### src/common/sar_ctrl_pkg.sv
package sar_ctrl_pkg;
    // Register offsets on the plain register port
    localparam logic [2:0] OFS_CONFIG = 3'h0;
    localparam logic [2:0] OFS_LOW = 3'h1;
    localparam logic [2:0] OFS_HIGH = 3'h2;
    localparam logic [2:0] OFS_CONTROL = 3'h3;
    localparam logic [2:0] OFS_TIMER_MODE = 3'h4;
    // Configuration register fields
    localparam int CFG_PERIOD_LSB = 3;
    localparam int CFG_JUSTIFY_BIT = 2;
    localparam int CFG_EIGHT_BIT = 1;
    localparam int CFG_GAIN_BIT = 0;
    localparam logic [7:0] CONFIG_RESET = 8'hF8;
    // Control register fields
    localparam int CTL_ENABLE_BIT = 7;
    localparam int CTL_TRACK_BIT = 6;
    localparam int CTL_DONE_BIT = 5;
    localparam int CTL_BUSY_BIT = 4;
    localparam int CTL_WIN_BIT = 3;
    localparam logic [7:0] CONTROL_RESET = 8'h00;
    // Timer-mode register fields: 1 means the timer runs split 8-bit
    localparam int TMODE_T2_BIT = 0;
    localparam int TMODE_T3_BIT = 1;
    // Conversion lengths in SAR clocks
    localparam logic [3:0] CONV_CLKS_10 = 4'hD;
    localparam logic [3:0] CONV_CLKS_8 = 4'hB;
    localparam logic [3:0] TRACK_DELAY_CLKS = 4'h3;
    localparam int RESULT_WIDTH = 10;

    typedef enum logic [2:0] {
        SRC_SOFTWARE = 3'b000,
        SRC_TIMER0 = 3'b001,
        SRC_TIMER2 = 3'b010,
        SRC_TIMER1 = 3'b011,
        SRC_EXT_PIN = 3'b100,
        SRC_TIMER3 = 3'b101
    } start_src_t;

    typedef enum logic [1:0] {
        ST_IDLE = 2'b00,
        ST_DELAY = 2'b01,
        ST_CONVERT = 2'b10
    } conv_state_t;
endpackage

### src/hw/sar_conv_control.sv
`timescale 1ns/10ps
// Summary of operation
// - Converter runs only while the enable bit is 1.
// - Enable at 0 means shutdown; no conversions start or continue.
// - Result is a 10-bit unsigned code loaded into high/low bytes at completion.
// - Justify bit 0 right-justifies, 1 left-justifies the result pair.
// - Result bits unused by the chosen format read as zero.
// - Eight-bit mode resolves 8 MSBs into the high result byte.
// - Justify bit is ignored in eight-bit mode.
// - Eight-bit conversions finish two SAR clocks sooner.
// - SAR clock is the system clock divided by the period field plus one.
// - Period field equals system clock over SAR clock, minus one.
// - Start source selects software, timers 0/2/1/3 or external rising edge.
// - Busy reads 1 throughout a conversion, 0 after completion.
// - Busy falling at conversion end (not on disable) sets complete flag and raises the interrupt.
// - Timers 2/3 use low-byte overflow when their timer-mode bit is 1 (split 8-bit), else high-byte.
// - Tracking mode delays conversion start by three SAR clocks while tracking.
// - Tracking mode 0 starts converting immediately on the trigger.
// - Internal sources: track whenever no conversion is in progress.
// - External source: track if tracking bit 1, else only while pin low.
// - In eight-bit mode the low result byte reads zero.
// - Conversion takes 13 SAR clocks (10-bit) or 11 (8-bit).
module sar_conv_control
    import sar_ctrl_pkg::*;
(
    input wire logic clk,
    input wire logic srst,
    input wire logic ce,
    input wire logic [2:0] addr,
    input wire logic [7:0] wdata,
    input wire logic wr_en,
    input wire logic rd_en,
    output logic [7:0] rdata,
    input wire logic timer0_ovf,
    input wire logic timer1_ovf,
    input wire logic timer2_low_ovf,
    input wire logic timer2_high_ovf,
    input wire logic timer3_low_ovf,
    input wire logic timer3_high_ovf,
    input wire logic external_start_input,
    input wire logic [9:0] sar_code,
    input wire logic window_hit,
    output logic conv_power_on,
    output logic sampler_track,
    output logic sar_sample,
    output logic conv_irq
);
    logic [7:0] config_q;
    logic [7:0] control_q;
    logic [1:0] timer_mode_q;
    logic [7:0] result_high_byte;
    logic [7:0] result_low_byte;
    conv_state_t state_q;
    logic [3:0] clk_cnt_q;
    logic busy_q;
    logic done_q;
    logic win_q;
    logic ext_prev_q;
    logic sar_tick;
    logic conv_enable;
    logic tracking_mode_select;
    logic justify_select;
    logic eight_bit_mode_enable;
    logic [4:0] sar_clock_period;
    start_src_t start_source_select;
    logic trigger;
    logic sw_start;
    logic busy_fall;
    logic finish;
    logic [3:0] conv_len;

    assign conv_enable = control_q[CTL_ENABLE_BIT];
    assign tracking_mode_select = control_q[CTL_TRACK_BIT];
    assign start_source_select = start_src_t'(control_q[2:0]);
    assign justify_select = config_q[CFG_JUSTIFY_BIT];
    assign eight_bit_mode_enable = config_q[CFG_EIGHT_BIT];
    assign sar_clock_period = config_q[7:CFG_PERIOD_LSB];
    assign conv_power_on = conv_enable;

    function automatic logic is_write(input logic [2:0] a, input logic [2:0] ofs);
        return wr_en && (a == ofs);
    endfunction

    sar_clock_divider u_div (
        .clk(clk),
        .srst(srst),
        .ce(ce),
        .run(conv_enable && state_q != ST_IDLE),
        .period(sar_clock_period),
        .sar_tick(sar_tick)
    );

    assign sw_start = is_write(addr, OFS_CONTROL) && wdata[CTL_BUSY_BIT];

    // Trigger selection
    always_comb begin
        unique case (start_source_select)
            SRC_SOFTWARE: trigger = sw_start;
            SRC_TIMER0: trigger = timer0_ovf;
            SRC_TIMER2: trigger = timer_mode_q[TMODE_T2_BIT] ? timer2_low_ovf
                                                              : timer2_high_ovf;
            SRC_TIMER1: trigger = timer1_ovf;
            SRC_EXT_PIN: trigger = external_start_input && !ext_prev_q;
            SRC_TIMER3: trigger = timer_mode_q[TMODE_T3_BIT] ? timer3_low_ovf
                                                              : timer3_high_ovf;
            default: trigger = 1'b0;
        endcase
    end

    assign conv_len = eight_bit_mode_enable ? CONV_CLKS_8 : CONV_CLKS_10;
    assign finish = state_q == ST_CONVERT && sar_tick && clk_cnt_q == conv_len - 4'h1;
    assign busy_fall = busy_q && (finish || !conv_enable);

    always_ff @(posedge clk) begin
        if (srst) begin
            ext_prev_q <= 1'b0;
        end else if (ce) begin
            ext_prev_q <= external_start_input;
        end
    end

    // Conversion sequencer
    always_ff @(posedge clk) begin
        if (srst) begin
            state_q <= ST_IDLE;
            clk_cnt_q <= 4'h0;
            busy_q <= 1'b0;
        end else if (ce) begin
            if (!conv_enable) begin
                state_q <= ST_IDLE;
                clk_cnt_q <= 4'h0;
                busy_q <= 1'b0;
            end else begin
                unique case (state_q)
                    ST_IDLE: begin
                        clk_cnt_q <= 4'h0;
                        if (trigger) begin
                            busy_q <= 1'b1;
                            state_q <= tracking_mode_select ? ST_DELAY : ST_CONVERT;
                        end
                    end
                    ST_DELAY: begin
                        if (sar_tick) begin
                            if (clk_cnt_q == TRACK_DELAY_CLKS - 4'h1) begin
                                clk_cnt_q <= 4'h0;
                                state_q <= ST_CONVERT;
                            end else begin
                                clk_cnt_q <= clk_cnt_q + 4'h1;
                            end
                        end
                    end
                    ST_CONVERT: begin
                        if (finish) begin
                            clk_cnt_q <= 4'h0;
                            busy_q <= 1'b0;
                            state_q <= ST_IDLE;
                        end else if (sar_tick) begin
                            clk_cnt_q <= clk_cnt_q + 4'h1;
                        end
                    end
                    default: state_q <= ST_IDLE;
                endcase
            end
        end
    end

    // Sampler control
    always_comb begin
        if (state_q == ST_CONVERT) begin
            sampler_track = 1'b0;
        end else if (start_source_select == SRC_EXT_PIN) begin
            sampler_track = tracking_mode_select || !external_start_input;
        end else begin
            sampler_track = 1'b1;
        end
    end
    assign sar_sample = state_q == ST_CONVERT && clk_cnt_q == 4'h0;

    // Result formatting at completion
    always_ff @(posedge clk) begin
        if (srst) begin
            result_high_byte <= 8'h00;
            result_low_byte <= 8'h00;
        end else if (ce) begin
            if (finish) begin
                if (eight_bit_mode_enable) begin
                    result_high_byte <= sar_code[9:2];
                    result_low_byte <= 8'h00;
                end else if (justify_select) begin
                    result_high_byte <= sar_code[9:2];
                    result_low_byte <= {sar_code[1:0], 6'h00};
                end else begin
                    result_high_byte <= {6'h00, sar_code[9:8]};
                    result_low_byte <= sar_code[7:0];
                end
            end else begin
                if (is_write(addr, OFS_HIGH)) begin
                    result_high_byte <= wdata;
                end
                if (is_write(addr, OFS_LOW)) begin
                    result_low_byte <= wdata;
                end
            end
        end
    end

    // Configuration and control registers
    always_ff @(posedge clk) begin
        if (srst) begin
            config_q <= CONFIG_RESET;
            control_q <= CONTROL_RESET;
            timer_mode_q <= 2'h0;
        end else if (ce) begin
            if (is_write(addr, OFS_CONFIG)) begin
                config_q <= wdata;
            end
            if (is_write(addr, OFS_CONTROL)) begin
                control_q <= wdata;
            end
            if (is_write(addr, OFS_TIMER_MODE)) begin
                timer_mode_q <= wdata[1:0];
            end
        end
    end

    // Complete and window flags: set wins over clear
    always_ff @(posedge clk) begin
        if (srst) begin
            done_q <= 1'b0;
            win_q <= 1'b0;
        end else if (ce) begin
            if (busy_fall && finish) begin
                done_q <= 1'b1;
            end else if (is_write(addr, OFS_CONTROL)) begin
                done_q <= wdata[CTL_DONE_BIT];
            end
            if (finish && window_hit) begin
                win_q <= 1'b1;
            end else if (is_write(addr, OFS_CONTROL)) begin
                win_q <= wdata[CTL_WIN_BIT];
            end
        end
    end
    assign conv_irq = done_q;

    // Read port
    always_ff @(posedge clk) begin
        if (srst) begin
            rdata <= 8'h00;
        end else if (ce) begin
            if (rd_en) begin
                unique case (addr)
                    OFS_CONFIG: rdata <= config_q;
                    OFS_LOW: rdata <= result_low_byte;
                    OFS_HIGH: rdata <= result_high_byte;
                    OFS_CONTROL: rdata <= {control_q[7:6], done_q, busy_q, win_q,
                                           control_q[2:0]};
                    OFS_TIMER_MODE: rdata <= {6'h00, timer_mode_q};
                    default: rdata <= 8'h00;
                endcase
            end else begin
                rdata <= 8'h00;
            end
        end
    end
endmodule

### src/hw/sar_clock_divider.sv
`timescale 1ns/10ps
module sar_clock_divider
    import sar_ctrl_pkg::*;
(
    input wire logic clk,
    input wire logic srst,
    input wire logic ce,
    input wire logic run,
    input wire logic [4:0] period,
    output logic sar_tick
);
    logic [4:0] div_q;

    // One tick every period+1 system clocks
    always_ff @(posedge clk) begin
        if (srst || !run) begin
            div_q <= 5'h00;
        end else if (ce) begin
            if (div_q >= period) begin
                div_q <= 5'h00;
            end else begin
                div_q <= div_q + 5'h01;
            end
        end
    end

    assign sar_tick = run && ce && (div_q >= period);
endmodule

### config.mk
export PLATFORM = sky130hd
export DESIGN_NAME = sar_conv_control
export DESIGN_NICKNAME = d
export VERILOG_FILES = /design/src/common/sar_ctrl_pkg.sv /design/src/hw/sar_conv_control.sv /design/src/hw/sar_clock_divider.sv
export SDC_FILE = /design/constraint.sdc
export NUM_CORES = 1
export LEC_CHECK = 0
export BUFFER_PORTS_ARGS = -buffer_cell sky130_fd_sc_hd__buf_4
export CAP_MARGIN = 15
export CORE_MARGIN = 3
export CORE_UTILIZATION = 55
export CTS_BUF_LIST = sky130_fd_sc_hd__clkbuf_4
export DETAILED_ROUTE_END_ITERATION = 8
export PLACE_DENSITY_LB_ADDON = 0.1
export SLEW_MARGIN = 15
export SYNTH_ARGS = -nofsm -noshare
export SYNTH_HDL_FRONTEND = slang
export SYNTH_SLANG_ARGS = --single-unit
### constraint.sdc
create_clock -name clk -period 2.4 [get_ports clk]
set_input_delay 0.72 -clock clk [delete_from_list [all_inputs] [get_ports clk]]
set_output_delay 0.72 -clock clk [all_outputs]
set_load 0.05 [all_outputs]
==> run metrics <==
outcome complete, no violations; endpoint type of the worst setup path primary output; DIE AREA 6360 um2; CTS Buf Count 5; RR Endpoint state_q[0]; post-route insts no fill 470; FF-to-FF Start config_q[5]; Slew @ Worst Pin 0.584 ns; clock tree buffer depth 2; clock-pin slew on the worst setup and hold paths 0.15 ns; final setup margin 0.132 ns; DP Area approximately 3500 um2; Worst Setup Start Kind flip-flop; Layout Skew about 0.0097 ns; area leader, netlist dfxtp_1; MaxCap Viol Count 0; worst-path fanout max 7; fin crit share 0.945; pre-CTS WS 0.0926 ns; H-tree depth 2; I/O pins 46; aggregate global-route resource usage 0.256; post-CTS setup buffers 0; antenna-violating nets left 0; register area share after synthesis 0.362; Yosys top cell area share 0.362; # setup viols final 0; proportion of layout cells with a drive suffix above 1 0.238; hold crit path type reg -> reg; leak pwr about 1.4 nW; crit-path max cell delay 0.43 ns; crit-path cells inv_1 > nor4b_1 > buf_4 > a21oi_1 > buf_4; buffers added on ports 45; P per Cell Area 414 nW/um2; Crit path buffers/inverters 3; RePlAce Congestion 0.915; Die W 79.7 um; Routed WL per cell 16.4 um; Cells after Synth 344; multi-input logic area 1790 um2; EDFF count, synth 0; vias in the first global route 2,483; Crit Path Class reg -> out; Setup TNS 0 ns; clk_lat worst skew 0.38 ns; largest net degree at the start of global routing 54; R2R cell count 8; fin nets 445; WL met1 3.67 mm; ys flop type dfxtp_1; root buf cell clkbuf_4; R2R setup slack 0.20 ns; Synthesized Nets 390; overall via count from detail_route around 2,800; Reg area 1080 um2; Post-synth ARST share 0; #FFs+latches synth between 50 and 60; fillers 429; Top Layer Used met4; Stages on worst setup path 5; Crit-path slowest cell dfxtp_2; antenna diode count 0; most repeated library cell on the critical path buf_4; RSZ-0062 raised after global routing no; WL met2 3.51 mm; DRC violations left 0; WP data arrival between 1.5 and 2 ns; DR iter-0 viols 215; Core Area 5170 um2; CTS tree built; final hold vios 0; Syn Std Cell Area 2990 um2; Max transition margin 0.606; Critical Path RT 1.68 ns; peak supply drop 0.286 mV; clk sinks 54; syn avg cell area 8.69 um2; cell family with most CP delay buffers and inverters; fin crit period 2.27 ns; fin. max-slew vios 0; FP Rows 26; Initial Util 0.578; DR vias/cell roughly 5.9; dpl cells 462; synthesis-to-finish area growth 20.0%; Synth cell types 46; Critical Path End sampler_track; ranking of synthesized cells by area dfxtp_1, mux2i_1, nor2_1; WL met3 434 um; DIE HEIGHT 79.7 um; fmax approximately 440 MHz; initial antenna violation count 0; first-pass GRT wire length approximately 13 mm; HPWL Detailed 5.78 mm; grt ovf 0; drt pass-1 iters 5; CP startpoint control_q[2]; Routed WL 7.71 mm; Final Cell Area about 3600 um2; synthesis warning total 0
-- cells in the mapped netlist (all sizes together) (3+ instances only) --
master,instances
inv,18
a22oi,12
and3,3
nand2,28
a21oi,23
buf,6
nor2b,4
nand3,11
nor2,46
nand4,3
a31oi,4
nor3,4
mux2i,29
a211o,6
a211oi,10
mux2,6
dfxtp,54
o211ai,3
mux4,6
xor2,3
or3b,4
clkbuf,14
nor3b,3
o21ai,9
ha,12
-- layout by cell type (no fill, tap or decap), types with 8 or more instances in the layout --
cell	Yosys	layout
buf_4	0	67
dfxtp_1	54	53
nor2_1	46	46
mux2i_1	29	29
nand2_1	28	28
a21oi_1	23	23
inv_1	18	17
a22oi_1	12	12
nand3_1	11	11
ha_1	12	11
a211oi_1	10	10
o21ai_0	9	8
-- flip-flops by register name (all words and copies together) (netlist names) --
register	count
control_q	5
ext_prev_q	1
result_high_byte	8
win_q	1
u_div.div_q	5
config_q	8
state_q	2
timer_mode_q	2
clk_cnt_q	4
result_low_byte	8
busy_q	1
conv_irq	1
rdata	8
-- per-stage QoR --
step,power (mW),util,hold WS [ns]
after floorplan,1.02,-,0.451
after global placement,1.11,0.678,0.469
after detailed placement,1.12,0.678,0.476
after CTS,1.49,0.688,0.510
after global routing,1.55,0.694,0.548
final,1.49,0.694,0.506
-- where the power goes --
| group | internal (mW) | switching, mW |
|---|---|---|
| Sequential | 0.907 | 0.00829 |
| Clock | 0.105 | 0.283 |
| Combinational | 0.0870 | 0.0966 |
-- logic make-up (layout without fill, tap and decap cells) --
logic type               after synthesis  count (layout)  synth area share
adder cells (fa/ha/maj)               12              12            0.0502
XOR/XNOR                               4               4            0.0117
AO/OA/AOI/OAI                         76              76             0.167
AND/OR/NAND/NOR                      119             119             0.194
buffers and inverters                 38              94            0.0510
multiplexers                          41              41             0.165
flip-flops                            54              54             0.362
-- area by class of cell --
type	instances	share of cell area
flip-flops and latches	54	0.301
well taps	70	0.0244
multi-input cells	252	0.498
clock buffers	5	0.0105
repair buffers	68	0.143
inverters	18	0.0188
clock inverters	3	0.00314
-- layer usage --
metal / up-vias / track usage
li1: 1342 / -
met1: 1309 / 0.373
met2: 89 / 0.387
met3: 11 / 0.0519
met4: 0 / 0.0608
met5: - / 0
-- worst reg2reg max path, stage by stage (launching register included) --
cell     delay, ns
dfxtp_1       0.37
inv_1         0.05
ha_1          0.29
nand2_1       0.06
o21ai_1       0.24
a31oi_4       0.16
o311a_1       0.38
nor3_2        0.20
mux2_2        0.36
-- worst min-delay path by stage --
stage                start          end  depth (start not counted)
2_1_floorplan       busy_q     conv_irq                          2
3_3_place_gp   config_q[5]  config_q[5]                          1
3_5_place_dp   config_q[5]  config_q[5]                          1
4_1_cts        config_q[5]  config_q[5]                          1
5_1_grt        config_q[0]  config_q[0]                          2
6_report       config_q[5]  config_q[5]                          1
-- what timing repair did --
action                                  in CTS  in global routing
hold buffers                                 0                  0
endpoints found under the setup margin       1                 18
resized for setup                            1                  7
(Power assumes the default switching activity.)
